## src/rtl/wdt_map.svh

```systemverilog
// Register offsets, field positions, reset values and timing figures of the watchdog.
// Assumes inclusion by bare name from every file that decodes the map.
`ifndef WDT_MAP_SVH
`define WDT_MAP_SVH

// ==========================================================
// Register offsets (byte addresses)
`define WDT_OFS_CURRENT_COUNT 8'h00
`define WDT_OFS_RELOAD_VALUE 8'h04
`define WDT_OFS_RESTART_KEY 8'h08
`define WDT_OFS_CONTROL 8'h0c
`define WDT_OFS_TIMEOUT_STATUS 8'h10
`define WDT_OFS_STATUS_CLEAR 8'h14
`define WDT_OFS_PULSE_LENGTH 8'h18
`define WDT_OFS_DESIGN_REVISION 8'h1c

// ==========================================================
// Control field positions
`define WDT_CTL_COUNT_ENABLE 0
`define WDT_CTL_SYSTEM_RESET_ENABLE 1
`define WDT_CTL_SYSTEM_INTERRUPT_ENABLE 2
`define WDT_CTL_EXTERNAL_SIGNAL_ENABLE 3
`define WDT_CTL_COUNT_CLOCK_SELECT 4
`define WDT_CTL_WIDTH 5

// ==========================================================
// Reset values and key
`define WDT_RST_COUNT 32'h03ef1480
`define WDT_RST_RELOAD 32'h03ef1480
`define WDT_RST_CONTROL 5'h00
`define WDT_RST_PULSE_LENGTH 8'hff
`define WDT_RESTART_KEY 16'h5ab9

// ==========================================================
// Timing: pulse lasts the programmed length plus this many cycles
`define WDT_PULSE_EXTRA 9'h001

`endif

```

## src/rtl/wdt_pkg.sv

```systemverilog
// Types shared by the watchdog core and its pulse stretcher.
// Assumes wdt_map.svh is on the include path.
package wdt_pkg;

    // ==========================================================
    // Control register layout, msb first
    typedef struct packed {
        logic count_clock_select;
        logic external_signal_enable;
        logic system_interrupt_enable;
        logic system_reset_enable;
        logic count_enable;
    } wdt_control_t;

    // ==========================================================
    // Pulse stretcher states
    typedef enum logic [0:0] {
        WDT_PULSE_IDLE,
        WDT_PULSE_ACTIVE
    } wdt_pulse_state_t;

endpackage : wdt_pkg

```

## src/rtl/wdt_pulse.sv

```systemverilog
// Pulse stretcher: holds an output high for length plus one core clock cycles.
// Assumes start is a one-cycle pulse synchronous to core_clk.
`timescale 1ns/1ps
`default_nettype none
`include "wdt_map.svh"

module wdt_pulse
    import wdt_pkg::*;
#(
    parameter int LEN_W = 8
) (
    input wire logic core_clk,
    input wire logic rst_n,
    input wire logic start,
    input wire logic [LEN_W-1:0] length,
    output logic active
);

    wdt_pulse_state_t state_r;
    wdt_pulse_state_t state_nxt;
    logic [LEN_W:0] cnt_r;
    logic [LEN_W:0] cnt_nxt;

    // ==========================================================
    // Next state
    always_comb begin
        state_nxt = state_r;
        cnt_nxt = cnt_r;
        case (state_r)
            WDT_PULSE_IDLE: begin
                if (start) begin
                    state_nxt = WDT_PULSE_ACTIVE;
                    cnt_nxt = {1'b0, length};
                end
            end
            WDT_PULSE_ACTIVE: begin
                // Retrigger restarts the full length
                if (start) begin
                    cnt_nxt = {1'b0, length};
                end else if (cnt_r == '0) begin
                    state_nxt = WDT_PULSE_IDLE;
                end else begin
                    cnt_nxt = cnt_r - (LEN_W+1)'(`WDT_PULSE_EXTRA);
                end
            end
            default: begin
                state_nxt = WDT_PULSE_IDLE;
                cnt_nxt = '0;
            end
        endcase
    end

    // ==========================================================
    // Registers
    always_ff @(posedge core_clk or negedge rst_n) begin
        if (!rst_n) begin
            state_r <= WDT_PULSE_IDLE;
            cnt_r <= '0;
        end else begin
            state_r <= state_nxt;
            cnt_r <= cnt_nxt;
        end
    end

    assign active = (state_r == WDT_PULSE_ACTIVE);

endmodule : wdt_pulse
`default_nettype wire

```

## src/rtl/wdt_top.sv

```systemverilog
// Watchdog timer: 32-bit down counter behind an APB slave, with timeout pulses.
// Assumes an APB master on core_clk and an external count clock synchronous to core_clk.
//
// How it works
// - Count resets to 0x3EF1480; software can only read it.
// - Bus writes to the count offset never change the count.
// - Count decrements on each selected tick while control bit 0 is set, and stops at zero.
// - With counting disabled the count holds; no decrement, no reload.
// - Reload register is RW, resets to 0x3EF1480, loaded on reset and restart.
// - Writing key 0x5AB9 to restart register reloads the count while control bit 0 is set; ignored otherwise.
// - Restart register returns to zero after each write cycle.
// - Control bit 4 picks bus clock (0) or external clock (1).
// - Control bit 3 enables the external timeout output.
// - Control bit 2 enables the system interrupt output.
// - Control bit 1 enables the system reset output.
// - Control is 5 bits, resets to zero, bit 0 enables counting.
// - Read-only timeout flag sets when the count reaches zero.
// - Timeout flag holds until cleared through the clear register.
// - Any write to the clear register clears the timeout flag, unless an expiry in the same cycle sets it.
// - Pulse length register, default 0xFF, gives value plus one cycles.
// - Read-only 32-bit revision register returns a fixed number.
// - At zero, every enabled timeout output is asserted.
`timescale 1ns/1ps
`default_nettype none
`include "wdt_map.svh"

module wdt_top
    import wdt_pkg::*;
#(
    parameter int COUNT_W = 32,
    parameter int LEN_W = 8,
    // Arbitrary revision value
    parameter logic [31:0] REVISION = 32'h0001_0203
) (
    input wire logic core_clk,
    input wire logic rst_n,
    input wire logic psel,
    input wire logic penable,
    input wire logic pwrite,
    input wire logic [7:0] paddr,
    input wire logic [31:0] pwdata,
    output logic [31:0] prdata,
    output logic pready,
    output logic pslverr,
    input wire logic external_count_clock,
    output logic timeout_reset_out,
    output logic timeout_interrupt_out,
    output logic timeout_external_out,
    output logic timeout_state_out
);

    // ==========================================================
    // Decode helper
    function automatic logic is_mapped(input logic [7:0] addr);
        is_mapped = (addr[1:0] == 2'b00) && (addr <= `WDT_OFS_DESIGN_REVISION);
    endfunction : is_mapped

    function automatic logic wr_hit(input logic sel, input logic en, input logic wr,
                                    input logic [7:0] addr, input logic [7:0] ofs);
        wr_hit = sel && en && wr && (addr == ofs);
    endfunction : wr_hit

    // ==========================================================
    // State
    logic [COUNT_W-1:0] count_r;
    logic [COUNT_W-1:0] count_nxt;
    logic [COUNT_W-1:0] reload_r;
    logic [COUNT_W-1:0] reload_nxt;
    logic [15:0] restart_r;
    logic [15:0] restart_nxt;
    wdt_control_t control_r;
    wdt_control_t control_nxt;
    logic status_r;
    logic status_nxt;
    logic [LEN_W-1:0] length_r;
    logic [LEN_W-1:0] length_nxt;
    logic [31:0] prdata_r;
    logic [31:0] prdata_nxt;
    logic ext_prev_r;
    logic ext_prev_nxt;

    logic access;
    logic restart_go;
    logic tick;
    logic expiry;
    logic pulse_active;

    assign access = psel && penable;
    assign pready = 1'b1;
    assign pslverr = access && !is_mapped(paddr);

    // ==========================================================
    // Tick source
    always_comb begin
        ext_prev_nxt = external_count_clock;
    end

    always_comb begin
        // Rising edge of the external clock; needs it slower than half core_clk
        if (control_r.count_clock_select) begin
            tick = external_count_clock && !ext_prev_r;
        end else begin
            tick = 1'b1;
        end
    end

    // ==========================================================
    // Restart key register
    always_comb begin
        restart_nxt = 16'h0000;
        if (wr_hit(psel, penable, pwrite, paddr, `WDT_OFS_RESTART_KEY)) begin
            restart_nxt = pwdata[15:0];
        end
    end

    // Only the exact key counts, and only while enabled
    assign restart_go = (restart_r == `WDT_RESTART_KEY) && control_r.count_enable;

    // ==========================================================
    // Counter
    always_comb begin
        count_nxt = count_r;
        expiry = 1'b0;
        // No write path to count_r from the bus
        if (restart_go) begin
            count_nxt = reload_r;
        end else if (control_r.count_enable && tick && (count_r != '0)) begin
            count_nxt = count_r - COUNT_W'(1);
            // Fires on the step into zero only, so once per expiry
            expiry = (count_r == COUNT_W'(1));
        end
    end

    // ==========================================================
    // Configuration registers
    always_comb begin
        reload_nxt = reload_r;
        control_nxt = control_r;
        length_nxt = length_r;
        if (wr_hit(psel, penable, pwrite, paddr, `WDT_OFS_RELOAD_VALUE)) begin
            reload_nxt = pwdata[COUNT_W-1:0];
        end
        if (wr_hit(psel, penable, pwrite, paddr, `WDT_OFS_CONTROL)) begin
            control_nxt = pwdata[`WDT_CTL_WIDTH-1:0];
        end
        if (wr_hit(psel, penable, pwrite, paddr, `WDT_OFS_PULSE_LENGTH)) begin
            length_nxt = pwdata[LEN_W-1:0];
        end
    end

    // ==========================================================
    // Timeout status
    always_comb begin
        status_nxt = status_r;
        // Data value ignored; expiry in the same cycle wins
        if (wr_hit(psel, penable, pwrite, paddr, `WDT_OFS_STATUS_CLEAR)) begin
            status_nxt = 1'b0;
        end
        if (expiry) begin
            status_nxt = 1'b1;
        end
    end

    // ==========================================================
    // Read data, captured in the setup phase
    always_comb begin
        prdata_nxt = prdata_r;
        if (psel && !penable && !pwrite) begin
            case (paddr)
                `WDT_OFS_CURRENT_COUNT: prdata_nxt = 32'(count_r);
                `WDT_OFS_RELOAD_VALUE: prdata_nxt = 32'(reload_r);
                `WDT_OFS_CONTROL: prdata_nxt = 32'(control_r);
                `WDT_OFS_TIMEOUT_STATUS: prdata_nxt = {31'h0, status_r};
                `WDT_OFS_PULSE_LENGTH: prdata_nxt = 32'(length_r);
                `WDT_OFS_DESIGN_REVISION: prdata_nxt = REVISION;
                // Write-only and unmapped offsets read as zero
                default: prdata_nxt = 32'h0000_0000;
            endcase
        end
    end

    // ==========================================================
    // Registers
    always_ff @(posedge core_clk or negedge rst_n) begin
        if (!rst_n) begin
            count_r <= COUNT_W'(`WDT_RST_COUNT);
            reload_r <= COUNT_W'(`WDT_RST_RELOAD);
            restart_r <= 16'h0000;
            control_r <= `WDT_RST_CONTROL;
            status_r <= 1'b0;
            length_r <= LEN_W'(`WDT_RST_PULSE_LENGTH);
            prdata_r <= 32'h0000_0000;
            ext_prev_r <= 1'b0;
        end else begin
            count_r <= count_nxt;
            reload_r <= reload_nxt;
            restart_r <= restart_nxt;
            control_r <= control_nxt;
            status_r <= status_nxt;
            length_r <= length_nxt;
            prdata_r <= prdata_nxt;
            ext_prev_r <= ext_prev_nxt;
        end
    end

    assign prdata = prdata_r;

    // ==========================================================
    // Timeout pulses
    wdt_pulse #(
        .LEN_W(LEN_W)
    ) u_pulse (
        .core_clk(core_clk),
        .rst_n(rst_n),
        .start(expiry),
        .length(length_r),
        .active(pulse_active)
    );

    // Enables gate the pulse live, so clearing one cuts its output at once
    assign timeout_state_out = pulse_active;
    assign timeout_reset_out = pulse_active && control_r.system_reset_enable;
    assign timeout_interrupt_out = pulse_active && control_r.system_interrupt_enable;
    assign timeout_external_out = pulse_active && control_r.external_signal_enable;

endmodule : wdt_top
`default_nettype wire

```

## config.mk

```make
export PLATFORM = sky130hd
export DESIGN_NAME = wdt_top
export DESIGN_NICKNAME = d
export VERILOG_FILES = /design/src/rtl/wdt_pkg.sv /design/src/rtl/wdt_pulse.sv /design/src/rtl/wdt_top.sv
export VERILOG_INCLUDE_DIRS = /design/src /design/src/rtl
export SDC_FILE = /design/constraint.sdc
export NUM_CORES = 1
export LEC_CHECK = 0
export BUFFER_PORTS_ARGS = -buffer_cell sky130_fd_sc_hd__buf_2
export CAP_MARGIN = 20
export CORE_MARGIN = 2
export CORE_UTILIZATION = 58
export DETAILED_ROUTE_END_ITERATION = 16
export PLACE_DENSITY = 0.8
export SYNTH_ARGS = -nofsm -noshare
export SYNTH_HDL_FRONTEND = slang
export SYNTH_HIERARCHICAL = 1
export SYNTH_SLANG_ARGS = --single-unit
```

## constraint.sdc

```tcl
create_clock -name core_clk -period 3.8 [get_ports core_clk]
set_input_delay 0.76 -clock core_clk [delete_from_list [all_inputs] [get_ports core_clk]]
set_output_delay 0.76 -clock core_clk [all_outputs]
set_load 0.02 [all_outputs]
```

# After elaboration in Yosys (flattened, before gate mapping)
# Cells that the tools add are included.
word_totals:
  input_bits: 46
  regBits: 137
classes:
  eq_ne: 11
  n_reduce_logical: 29
  addsub: 2
  order_cmp: 1
  n_mux: 17
  bitwise_logic: 1
ops:
  columns: ["cell", "count"]
  rows:
  - ["32-bit case mux with 6 select lines", 1]
  - ["32-bit 2-to-1 mux", 2]
  - ["32-bit by 1-bit equality test with 1-bit output (second input constant)", 1]
  - ["8-bit by 5-bit equality test with 1-bit output (second input constant)", 4]
  - ["32-bit nonzero test", 1]
  - ["32-bit by 1-bit subtractor with 32-bit output (second input constant)", 1]
  - ["9-bit 2-to-1 mux", 3]
  - ["1-bit logical AND", 18]
  - ["9-bit case mux with 2 select lines", 1]
  - ["16-bit by 15-bit equality test with 1-bit output (second input constant)", 1]
  - ["8-bit by 4-bit equality test with 1-bit output (second input constant)", 2]
  - ["16-bit 2-to-1 mux", 1]
  - ["9-bit logical NOT", 1]
  - ["9-bit by 1-bit subtractor with 9-bit output (second input constant)", 1]
  - ["8-bit by 3-bit equality test with 1-bit output (second input constant)", 1]
  - ["8-bit by 5-bit <= comparator with 1-bit output (second input constant)", 1]
  - ["8-bit logical NOT", 1]
  - ["1-bit 2-to-1 mux", 8]
  - ["1-bit logical NOT", 4]
  - ["2-bit nonzero test", 2]
  - ["3-bit inequality test (second input constant)", 1]
  - ["2-bit logical NOT", 1]
  - ["2-bit inequality test (second input constant)", 1]
  - ["1-bit case mux with 2 select lines", 1]
  - ["other kinds (2)", 2]

# Depth between registers and ports, before layout
# Gate-level depths: netlist (run 1).
depth:
  word_depth: 9
  ltp_mapped: 10
  ltp_nobuf: 8

# Cells and area by module
# Netlist (run 1), hierarchy kept.
by_module_without_submodules:
  columns: ["module", "cells_per_inst", "area_each_um2", "seq_area_each_um2", "instances"]
  rows:
  - ["wdt_top", 572, 6070.8, 3218.1, 1]
  - ["wdt_pulse", 64, 626.9, 250.2, 1]

# Least setup slack after synthesis (run 1)
# No wires, ideal clock.
synth_path:
  path_type: "input to register"
  start: "input paddr[0]"
  end: "register reload_r[11]"
  path_stages: 7
  required_ps: 3675
  arrival_ps: 2666
  path_buffers: 3
  setup_ps: 125
  path_slack_ps: 1010
  path_cell_list: "or4_1 > clkbuf_1 > nor4b_1 > nor2b_1 > clkbuf_1 > buf_2 > mux2_2"
synth_between:
  elab_chain_cells: 2
synth_rtl:
  columns: ["element", "line", "text"]
  rows:
  - ["start, declared", "wdt_top.sv:40", "input wire logic [7:0] paddr,"]
  - ["8-bit by 3-bit equality test with 1-bit output", "wdt_top.sv:60", "wr_hit = sel && en && wr && (addr == ofs);"]
  - ["1-bit logical AND", "wdt_top.sv:60", null]
  - ["end signal, assigned", "wdt_top.sv:187", "reload_r <= COUNT_W'(`WDT_RST_RELOAD);"]
  - ["end signal, assigned", "wdt_top.sv:196", "reload_r <= reload_nxt;"]
  - ["end, declared", "wdt_top.sv:67", "logic [COUNT_W-1:0] reload_r;"]
# Every way passes these cells.
# A chain may end at the register's enable or synchronous reset.

# Worst setup path in the final report (run 1)
layout_path:
  start: "register count_r[1]"
  end: "register count_r[6]"
layout_between:
  elab_chain_cells: 3
  elab_cells_between_ends: 6
  classes_between: "add/sub (1); mux (2); reduce/logical (3)"
layout_rtl:
  columns: ["element", "line", "text"]
  rows:
  - ["start, declared", "wdt_top.sv:65", "logic [COUNT_W-1:0] count_r;"]
  - ["start signal, assigned", "wdt_top.sv:186", "count_r <= COUNT_W'(`WDT_RST_COUNT);"]
  - ["start signal, assigned", "wdt_top.sv:195", "count_r <= count_nxt;"]
  - ["32-bit by 1-bit subtractor with 32-bit output or 32-bit nonzero test (tied branches)", "wdt_top.sv:128, wdt_top.sv:127", null]
  - ["32-bit 2-to-1 mux or 1-bit logical AND (tied branches)", "wdt_top.sv:127", "end else if (control_r.count_enable && tick && (count_r != '0)) begin"]
  - ["32-bit 2-to-1 mux or 2-bit nonzero test (tied branches)", null, null]
# Parallel ways exist; a longest one is shown, timed or not. The select of a mux whose other input is x is not followed.

==> results of run 1 <==
-- power by group --
group          total [mW]  internal [mW]  switching [mW]
Combinational       0.281          0.115           0.166
Clock                1.93           1.31           0.619
Sequential           1.61           1.52          0.0861
-- layout by cell type, fill, tap and decap left out, types with 5 or more instances in the layout --
master | Yosys | final
a221oi_1 | 5 | 5
o21ai_1 | 32 | 32
inv_1 | 10 | 10
nor2_1 | 40 | 40
o31ai_1 | 11 | 11
dfrtp_1 | 105 | 105
or3_1 | 13 | 13
a22o_1 | 5 | 5
clkbuf_16 | 0 | 17
nand4_1 | 9 | 9
a21oi_1 | 12 | 12
mux2_2 | 46 | 46
nor3b_1 | 5 | 5
dfstp_2 | 32 | 32
nor4_1 | 11 | 10
buf_4 | 1 | 15
a22oi_1 | 23 | 23
bufinv_16 | 0 | 7
nor3_1 | 7 | 7
nand3_1 | 14 | 14
a31oi_1 | 26 | 26
o21ai_0 | 18 | 18
and2_1 | 20 | 20
buf_2 | 7 | 81
or4_1 | 23 | 23
nand2_1 | 53 | 53
-- metal layers --
metal | vias up | part of all wire, % | global-route usage, %
li1 | 2533 | - | -
met1 | 2739 | 44 | 40.4
met2 | 276 | 46 | 43.0
met3 | 26 | 8.3 | 7.02
met4 | 0 | 1.7 | 10.5
met5 | - | 0 | 0
-- flip-flops by register name, summed over array words and instances (netlist names) --
register,count
control_r,5
count_r,32
ext_prev_r,1
length_r,8
prdata,32
reload_r,32
restart_r,16
status_r,1
u_pulse/active,1
u_pulse/cnt_r,9
-- area by class of cell --
class / count / area [um^2]
Clock inverter: 13 / 248
Tap cell: 143 / 179
Clock buffer: 19 / 443
Fill cell: 835 / 3390
Inverter: 10 / 37.5
Multi-Input combinational cell: 446 / 3010
Timing Repair Buffer: 98 / 544
Sequential cell: 137 / 3470
-- critical path: cells and delay by family (launching register included) --
kind | cells | cell delay [ns]
compound gates | 2 | 0.63
fa+ha+maj | 1 | 0.22
buf+inv | 2 | 0.44
flops | 1 | 0.43
simple gates | 3 | 1.18
-- through the flow --
step	instance area, um^2	worst slack, ns	instances
finish	7930	0.724	866
global route	7930	0.574	866
CTS	7910	0.747	865
detailed placement	7220	0.748	833
global placement	7220	0.908	833
floorplan	6700	1.01	636
-- worst paths after layout --
| check | start | to | slack [ns] | depth (start not counted) |
|---|---|---|---|---|
| setup reg to reg | count_r[1]$_DFFE_PN0P_ | count_r[6]$_DFFE_PN0P_ | 0.72 | 8 |
| setup / recovery | count_r[1]$_DFFE_PN0P_ | count_r[6]$_DFFE_PN0P_ | 0.72 | 8 |
| max in group asynchronous | rst_n | length_r[6]$_DFFE_PN1P_ | 2.49 | 2 |
| min in group core_clk | external_count_clock | ext_prev_r$_DFF_PN0_ | 0.47 | 1 |
| hold / removal | rst_n | restart_r[11]$_DFF_PN0_ | 0.38 | 1 |
| hold reg to reg | prdata[8]$_DFFE_PN0P_ | prdata[8]$_DFFE_PN0P_ | 0.48 | 2 |
-- cells by family (layout without fill, tap and decap cells) --
kind of cell,Yosys count,after routing,share of synthesized area (%)
fa+ha+maj,3,3,0.560
simple gates,229,229,19.3
compound gates,162,162,16.4
xor+xnor,4,4,0.523
other cells,1,1,0.0560
flops,137,137,51.8
mux,47,47,7.88
buf+inv,53,140,3.51
==> results.md, run 1 <==
* Status: finished, final reports clean
* Post-CTS Hold Fix Bufs at 0
* Htree depth at 4
* Initial Util at 59.2%
* Critical Path End Type: flip-flop
* Worst vdd ir at 470 uV
* CTS tree: yes
* Mapped Area at 0.00670 mm^2
* HPWL after detailed placement at 11300 um
* CTS Buf Count at 17
* RSZ-0062 raised after global routing: false
* Worst slew pin tran at about 0.9 ns
* WL final at 17200 um
* Clock Sinks at around 140
* Total power at 3.81 mW
* Final Setup Violations at 0
* Largest net degree at the start of global routing at 80
* Final Slew Violations at 0
* GPL Wtd Cong at 0.910
* Chip width at 111 um
* Drt wl/cell at approximately 20 um
* Vias in the first global route at about 5500
* Fin Hold WS at 0.377 ns
* Post-CTS Setup Bufs at 0
* Pwr Density at 481 mW/mm^2
* Clock period minus final worst setup slack at 3.08 ns
* CP startpoint kind: flip-flop
* Layout Skew at roughly 0.0076 ns
* Vias at 5574
* Leak Pwr at 3.45 nW
* Crit path max fanout at 12
* Nets at 759
* Core footprint at roughly 0.011 mm^2
* ANT nets after route at 0
* Ant. Diodes at 0
* Distinct cell type count after synthesis at 64
* Mean Syn Cell Area at 10.5 um^2
* Yosys warns at 6
* Chip height at 111 um
* Number of synthesized flops with an enable pin at 0
* Clock tree buffer depth at 2
* WP data required at 4.06 ns
* Final Hold Viols at 0
* Syn Inst Count at 636
* Clock slew at reported path FFs at 0.06 ns
* Clock root cell: clkbuf_16
* Die ar. at 0.0124 mm^2
* Residual DRC at 0
* GRT Residual Overflow at 0
* Count leader, synth: dfrtp_1
* CP peak stage delay at 0.55 ns
* Final core utilization at 70.0%
* Worst endpoint data arrival time at approximately 3.3 ns
* Share of the synthesized area in the top cell type at approximately two fifths
* Post-synth ARST share at 100%
* CP Cell Sequence: inv_1 > ha_1 > or3b_2 > or4_4 > o41ai_4 > buf_4 > or4_1 > a31oi_1
* Post-CTS sizing at 0
* Skew-Pair Late Insertion Delay at 0.42 ns
* Layout cells sized above 1 at 31.1%
* Hold Crit Class: input pin to asynchronous set/reset pin
* DR pass1 iterations at 5
* CP Class: flip-flop to flip-flop
* I/O Pins at 84
* Number of port buffers at between 80 and 90
* MaxCap Viol Count at 0
* Post-route clock period utilization at a little over 80%
* Mapped Nets at 685
* Seq cells post-synth at 137
* DRT iter0 DRCs at 592
* Yosys top cell by area: dfrtp_1
* Top cells by count, synth: 105 x dfrtp_1, 53 x nand2_1, 46 x mux2_2, 40 x nor2_1, 33 x clkbuf_1
* Vias per std cell at 6.44
* First-pass GRT wire length at 28200 um
* # rows at 39
* CP max-delay cell: or3b_2
* Synth-to-Final Area Change at 18.4%
* Sequential area share after synthesis at ~52%
* Total GRT Usage at 28.5%
* Final TNS setup at 0 ns
* Synth area leaders: dfrtp_1 39%, dfstp_2 13%, mux2_2 7.7%
* Top FF cell, synth: dfrtp_1
* Relative max-transition margin at 40.2%
* Initial antenna violation count at 0
* Achievable frequency at between 0.3 and 0.4 GHz
No activity file was read; power rests on OpenSTA's default activity.
==> inputs of run 2 (changes only) <==
- ABC_AREA: default -> 1
- CORE_UTILIZATION: 58 -> 59
- clock period: 3.8 -> 3.1 ns (I/O delays scaled with it)
==> run 2 against run 1 <==
Effect of this change: sequential share of layout area shrank 2.7 points; hold slack lost 0.15 ns; clock power grew 9%; sequential power grew 32%; register-to-register slack lost 0.06 ns; count of clock-buffer cells in the layout is the same; routed wire length grew 9.7%; non-clock buffer count shrank 3; combinational power grew to 2.8 times the previous value; highest routed layer unchanged; total power grew 32%; utilization grew 0.23 points; sequential cell count is the same.
==> results.md, run 2 <==
* Initial Util at 60.4% (+1.2 points)
* Vias in the first global route at 6200 (+13%)
* Worst slew pin tran at 0.741 ns (-0.152 ns)
* I/O Pins at 84 (unchanged)
* RSZ-0062 raised after global routing: false
* Clock Sinks at 137 (unchanged)
* Clock slew at reported path FFs at 0.06 ns (about the same)
* Final Slew Violations at 0 (unchanged)
* Sequential area share after synthesis at 47.8% (-4.0 points)
* Clock period minus final worst setup slack at 2.44 ns (-0.636 ns)
* Yosys warns at 6 (unchanged)
* Distinct cell type count after synthesis at 36 (-44%)
* Chip width at 115 um (+3.1%)
* Vias at 6719 (+21%)
* Mapped Area at 0.00725 mm^2 (+8.3%)
* Chip height at 115 um (+3.1%)
* Ant. Diodes at 0 (unchanged)
* Post-CTS Setup Bufs at 0 (unchanged)
* Leak Pwr at 4.35 nW (+26%)
* Worst vdd ir at 399 uV (-15%)
* ANT nets after route at 0 (unchanged)
* DRT iter0 DRCs at 946 (+60%)
* Leading cell type in the layout, fill and taps excluded: nand2_1
* Final Setup Violations at 0 (unchanged)
* Post-route clock period utilization at 78.7% (-2.2 points)
* Drt wl/cell at 15.4 um (-22%)
* Clk pwr share at 42.1% (-8.4 points)
* Worst endpoint data arrival time at 2.76 ns (-0.58 ns)
* Part of the power in registers at 42.2% (about the same)
* Top FF cell, synth: dfrtp_1
* Hold Crit Class: input pin to asynchronous set/reset pin
* CTS Buf Count at 17 (unchanged)
* Layout fillers at 1016 (+22%)
* WP data required at 3.42 ns (-0.64 ns)
* Pwr Density at 594 mW/mm^2 (+24%)
* Skew-Pair Late Insertion Delay at 0.43 ns (about the same)
* Synth-to-Final Area Change at 16.4%
* Comb power frac at 15.7% (+8.3 points)
* Final TNS setup at 0 ns (unchanged)
* Synth area leaders: dfrtp_1 36%, nand2_1 19%, dfstp_2 12%
* Die ar. at 0.0132 mm^2 (+6.2%)
* Clock root cell: clkbuf_16
* Vias per std cell at 5.51 (-14%)
* Nets at 1109 (+46%)
* First-pass GRT wire length at 31000 um (+9.6%)
* CP startpoint kind: flip-flop
* Mapped Nets at 1025 (+50%)
* CP Class: flip-flop to flip-flop
* Seq cells post-synth at 137 (unchanged)
* Residual DRC at 0 (unchanged)
* Layout cells sized above 1 at 18.5% (-13 points)
* Number of synthesized flops with an enable pin at 0 (unchanged)
* Post-CTS sizing at 0 (unchanged)
* Share of the synthesized area in the top cell type at 36.2% (-3.0 points)
* Top cells by count, synth: 364 x nand2_1, 105 x dfrtp_1, 102 x nor2_1, 100 x inv_1, 72 x o21ai_0
* Core footprint at 0.0120 mm^2 (+6.1%)
* MaxCap Viol Count at 0 (unchanged)
* Critical Path End Type: flip-flop
* Initial antenna violation count at 0 (unchanged)
* # rows at 40 (+2.6%)
* Crit path max fanout at 9 (-3)
* GPL Wtd Cong at 0.946 (+4.0%)
* GRT Residual Overflow at 0 (unchanged)
* Sw Pwr at 1.47 mW (+69%)
* Final Hold Viols at 0 (unchanged)
* Yosys top cell by area: dfrtp_1
* Total GRT Usage at 30.3% (+1.8 points)
* Layout Skew at 0.0102 ns (+0.00255 ns)
* Achievable frequency at 0.410 GHz (+26%)
* DR pass1 iterations at 9 (+4)
* Relative max-transition margin at 50.5% (+10 points)
* Count leader, synth: nand2_1
* Status: finished, final reports clean
* Mean Syn Cell Area at 7.43 um^2 (-29%)
* Post-synth ARST share at 100% (unchanged)
* Int Power at 3.54 mW (+20%)
* Clock tree buffer depth at 2 (unchanged)
* Largest net degree at the start of global routing at 79 (-1.3%)
* WL final at 18800 um (+9.7%)
* Switching share of power at 29.4% (+6.5 points)
* Post-CTS Hold Fix Bufs at 0 (unchanged)
* Total power at 5.02 mW (+32%)
* CTS tree: yes
* Syn Inst Count at 976 (+53%)
* Most frequent cells in the layout: 364 x nand2_1, 105 x dfrtp_1, 101 x nor2_1
* HPWL after detailed placement at 13300 um (+17%)
* Htree depth at 4 (unchanged)
* Number of port buffers at 82 (unchanged)
==> run 2: changes by cell type after synthesis, moves of 23 or more <==
cell	previous run	this run
o21ai_0	18	72
or4_1	23	0
nand2_1	53	364
inv_1	10	100
a31oi_1	26	0
o21ai_1	32	6
mux2_2	46	16
nand3_1	14	69
a22oi_1	23	0
nor2_1	40	102
==> run 2: per-stage QoR <==
stage | setup slack [ns] | instance area, um^2 | util (%) | cells | hold slack [ns]
after floorplan | 0.837 | 7250 | - | 976 | 0.324
after global placement | 0.729 | 7820 | 65.1 | 1188 | 0.458
after detailed placement | 0.614 | 7820 | 65.1 | 1188 | 0.460
after CTS | 0.681 | 8440 | 70.3 | 1220 | 0.244
after global routing | 0.391 | 8440 | 70.3 | 1220 | 0.275
final | 0.659 | 8440 | 70.3 | 1220 | 0.225
==> run 2: kinds of logic (layout without fill, tap and decap cells) <==
group / Yosys count / after routing / share of synthesized area (%)
compound gates: 96 / 96 / 7.26
xor+xnor: 20 / 20 / 2.42
fa+ha+maj: 3 / 3 / 0.518
buf+inv: 132 / 229 / 7.26
flops: 137 / 137 / 47.8
mux: 16 / 16 / 2.48
other cells: 1 / 1 / 0.0517
simple gates: 571 / 571 / 32.2
==> run 2: critical path: stages (launching register included) <==
cell and delay [ns]:
dfrtp_1 0.38, inv_1 0.13, ha_1 0.21, nand2_2 0.12, nor2_4 0.20, nand2_2 0.10
o21ai_4 0.15, inv_1 0.06, nand2_1 0.08, nor2_1 0.08, inv_1 0.15, nand2_1 0.19
nor2_1 0.13, nand4_1 0.08, o21ai_0 0.10, nand2_1 0.08, nand2_1 0.06, inv_1 0.03
==> run 2: path summary, 6_finish.rpt <==
check	startpoint	endpoint	slack, ns	depth (start not counted)
worst max register to register	count_r[0]$_DFFE_PN0P_	u_pulse/cnt_r[5]$_DFFE_PN0P_	0.66	17
min in group core_clk	external_count_clock	ext_prev_r$_DFF_PN0_	0.32	1
worst min-delay path	rst_n	restart_r[11]$_DFF_PN0_	0.23	1
worst max-delay path	count_r[0]$_DFFE_PN0P_	u_pulse/cnt_r[5]$_DFFE_PN0P_	0.66	17
worst min register to register	prdata[25]$_DFFE_PN0P_	prdata[25]$_DFFE_PN0P_	0.47	2
max in group asynchronous	rst_n	count_r[23]$_DFFE_PN1P_	2.04	2
==> run 2: cell type report <==
cell class / count / area [um^2] / area share, %
well taps: 147 / 184 / 2.18
flip-flops and latches: 137 / 3470 / 41.1
clock buffers: 19 / 453 / 5.37
clock inverters: 13 / 166 / 1.97
repair buffers: 95 / 527 / 6.24
multi-input cells: 707 / 3260 / 38.6
inverters: 102 / 383 / 4.54
==> run 2: power groups by stage <==
| stage | sequential [mW] | combinational (mW) | clock, mW |
|---|---|---|---|
| 3_5_place_dp | 2.14 | 0.768 | 0 |
| 6_report | 2.12 | 0.788 | 2.11 |
| 3_3_place_gp | 2.13 | 0.745 | 0 |
| 2_1_floorplan | 2.09 | 0.562 | 0 |
| 5_1_grt | 2.13 | 0.908 | 2.21 |
| 4_1_cts | 2.11 | 0.778 | 2.13 |
==> run 2: layer usage <==
metal | share of wire (%) | wire length (um) | track usage, % | vias up
li1 | - | - | - | 3231
met1 | 44 | 8310 | 43.7 | 3119
met2 | 44 | 8290 | 44.8 | 330
met3 | 9.9 | 1870 | 8.17 | 39
met4 | 1.8 | 348 | 9.80 | 0
met5 | 0 | 0 | 0 | -
==> inputs of run 3 (changes only) <==
- CORE_UTILIZATION: 59 -> 53
- PLACE_DENSITY: 0.8 -> 0.76
- clock period: 3.1 -> 2.1 ns (I/O delays scaled with it)
==> run 3 against run 2 <==
Effect of this change: worst setup slack got worse by 0.52 ns; register-to-register slack got worse by 0.52 ns; final cell count increased by 6.4%; total power increased by 59%; hold slack got worse by 0.11 ns; non-clock buffer count increased by 49; fmax increased by 24%; critical path depth decreased by 7; die area increased by 11%; sequential share of layout area decreased by 2.6 points; first-iteration DRC count decreased by 15%; clock skew decreased by 0.0054 ns; critical path type unchanged; critical endpoint is now u_pulse/cnt_r[7]$_DFFE_PN0P_.
==> results.md, run 3 (synthesized netlist as in run 2, its figures left out) <==
* CP startpoint kind: flip-flop
* Synth-to-Final Area Change at 24.4%
* Worst vdd ir at 583 uV (+46%)
* Int Power at 5.79 mW (+64%)
* Clock slew at reported path FFs at 0.06 ns (about the same)
* Worst endpoint data arrival time at 2.27 ns (-0.49 ns)
* Critical Path End Type: flip-flop
* HP Start: external_count_clock
* WL final at 20000 um (+6.2%)
* Hold Path Depth at 1
* CP peak stage delay at 0.41 ns (+0.03 ns)
* Vias at 6845 (+1.9%)
* DRT iter0 DRCs at 803 (-15%)
* Flop-to-flop setup slack at 0.14 ns (-0.52 ns)
* CP max-delay cell: dfrtp_1
* Total power at 8.00 mW (+59%)
* CP Cell Sequence: nor2_2 > nand2_1 > nor2_1 > nand4_1 > nor2_4 > inv_2 > buf_4 > or2_2 > nand3_1 > nand2_1
* Clk pwr share at 43.1% (+1.0 points)
* Most frequent cells in the layout: 359 x nand2_1, 105 x dfrtp_1, 95 x inv_1
* Final Hold Viols at 0 (unchanged)
* # rows at 42 (+5.0%)
* Leading cell type in the layout, fill and taps excluded: nand2_1
* M1 WL at 9110 um (+9.6%)
* Clock Sinks at 137 (unchanged)
* Met3 Wirelength at 1870 um (-0.11%)
* Pwr Density at 887 mW/mm^2 (+49%)
* WP data required at 2.41 ns (-1.01 ns)
* DR pass1 iterations at 8 (-1)
* Htree depth at 4 (unchanged)
* Worst hold endpoint: ext_prev_r$_DFF_PN0_
* Part of the power in registers at 38.6% (-3.6 points)
* Reg-to-reg startpoint: count_r[4]$_DFFE_PN0P_
* First-pass GRT wire length at 31900 um (+2.9%)
* Core footprint at 0.0133 mm^2 (+11%)
* Clock root cell: clkbuf_16
* Worst path buffer plus inverter count at 2 (-2)
* RR Endpoint: u_pulse/cnt_r[7]$_DFFE_PN0P_
* FF-to-FF path depth at 10 (-7)
* Clock tree buffer depth at 2 (unchanged)
* Clock period minus final worst setup slack at 1.96 ns (-0.480 ns)
* Layout cells sized above 1 at 24.1% (+5.5 points)
* Final Setup Violations at 0 (unchanged)
* Initial antenna violation count at 0 (unchanged)
* Nets at 1158 (+4.4%)
* Switching share of power at 27.6% (-1.8 points)
* GRT Residual Overflow at 0 (unchanged)
* Final instance area at 0.00902 mm^2 (+6.8%)
* Residual DRC at 0 (unchanged)
* Chip width at 121 um (+5.3%)
* Status: finished, final reports clean
* Final Slew Violations at 0 (unchanged)
* Crit path max fanout at 3 (-6)
* CTS tree: yes
* HPWL after detailed placement at 14100 um (+6.2%)
* Post-route clock period utilization at 93.4% (+15 points)
* Largest net degree at the start of global routing at 43 (-46%)
* Max Used Layer: met4
* Leak Pwr at 4.64 nW (+6.8%)
* Met2 routed wirelength at 8680 um (+4.7%)
* Skew-Pair Late Insertion Delay at 0.43 ns (about the same)
* Fin Hold WS at 0.113 ns (-0.112 ns)
* Achievable frequency at 0.510 GHz (+24%)
* MaxCap Viol Count at 0 (unchanged)
* GPL Wtd Cong at 0.988 (+4.4%)
* Final core utilization at 67.8% (-2.4 points)
* Die ar. at 0.0146 mm^2 (+11%)
* CP dominant cell by count: nand2_1
* CP delay by family, top: simple AND/OR/NAND/NOR gates
* CP Class: flip-flop to flip-flop
* Hold Crit Class: input pin to flip-flop
* Sw Pwr at 2.21 mW (+50%)
* Initial Util at 54.5% (-5.8 points)
* Total GRT Usage at 28.2% (-2.0 points)
* ANT nets after route at 0 (unchanged)
* Placement-stage cell area at 0.00813 mm^2 (+4.0%)
* Ant. Diodes at 0 (unchanged)
* Vias in the first global route at 6281 (+1.3%)
* Comb power frac at 18.3% (+2.6 points)
* Chip height at 121 um (+5.3%)
* Layout fillers at 1071 (+5.4%)
* Number of port buffers at 82 (unchanged)
* Drt wl/cell at 15.4 um (-0.17%)
* Layout Skew at 0.00477 ns (-0.00542 ns)
* I/O Pins at 84 (unchanged)
* CTS Buf Count at 17 (unchanged)
* Vias per std cell at 5.27 (-4.2%)
-- run 3: cell types whose count changed in the layout (fill, tap and decap cells not counted), moves of 3 or more --
cell,change
buf_4,+47
bufinv_16,+3
inv_1,-5
inv_2,+5
inv_6,-3
nand2_1,-5
nand2_4,+3
nor2_1,-13
nor2_2,+9
nor2_4,+4
-- run 3: per-stage QoR --
step | setup WS [ns] | cells | setup TNS, ns
after floorplan | 0.0210 | 976 | 0
after global placement | 0.0629 | 1251 | 0
after detailed placement | 0.0339 | 1251 | 0
after CTS | 0.00324 | 1284 | 0
after global routing | -0.00735 | 1298 | -0.00735
final | 0.139 | 1298 | 0
-- run 3: area by class of cell --
class / count / area (um^2) / area share [%]
Sequential cell: 137 / 3470 / 38.5
Multi-Input combinational cell: 707 / 3350 / 37.2
Timing Repair Buffer: 144 / 910 / 10.1
Clock buffer: 21 / 470 / 5.22
Inverter: 102 / 383 / 4.25
Tap cell: 176 / 220 / 2.44
Clock inverter: 11 / 215 / 2.39
-- run 3: worst max-delay path by stage --
stage,start,endpoint,slack [ns],cells after the start
CTS,count_r[20]$_DFFE_PN0P_,u_pulse/cnt_r[5]$_DFFE_PN0P_,0.003,16
floorplan,count_r[1]$_DFFE_PN0P_,u_pulse/cnt_r[5]$_DFFE_PN0P_,0.02,17
global placement,count_r[21]$_DFFE_PN1P_,u_pulse/cnt_r[5]$_DFFE_PN0P_,0.06,16
global route,count_r[13]$_DFFE_PN0P_,u_pulse/cnt_r[5]$_DFFE_PN0P_,-0.007,16
finish,count_r[4]$_DFFE_PN0P_,u_pulse/cnt_r[7]$_DFFE_PN0P_,0.14,10
detailed placement,count_r[20]$_DFFE_PN0P_,u_pulse/cnt_r[2]$_DFFE_PN0P_,0.03,15
-- run 3: metal layers --
metal | vias up | track usage (%)
met3 | 32 | 6.44
li1 | 3320 | -
met1 | 3171 | 42.2
met4 | 0 | 9.81
met5 | - | 0
met2 | 322 | 40.4
-- run 3: what timing repair did --
item	4_1_cts	5_1_grt
endpoints found under the hold margin	20	0
buffers inserted	0	14
gates resized for setup	1	28
setup endpoints to repair	1	33
hold buffers	1	0
pin swaps	0	9
-- run 3: power by group through the flow --
| stage | clock (mW) | combinational (mW) | sequential [mW] |
|---|---|---|---|
| 6_report | 3.45 | 1.46 | 3.09 |
| 5_1_grt | 3.61 | 1.63 | 3.11 |
| 4_1_cts | 3.49 | 1.30 | 3.06 |
| 3_5_place_dp | 0 | 1.29 | 3.10 |
| 3_3_place_gp | 0 | 1.28 | 3.09 |
| 2_1_floorplan | 0 | 0.832 | 3.09 |
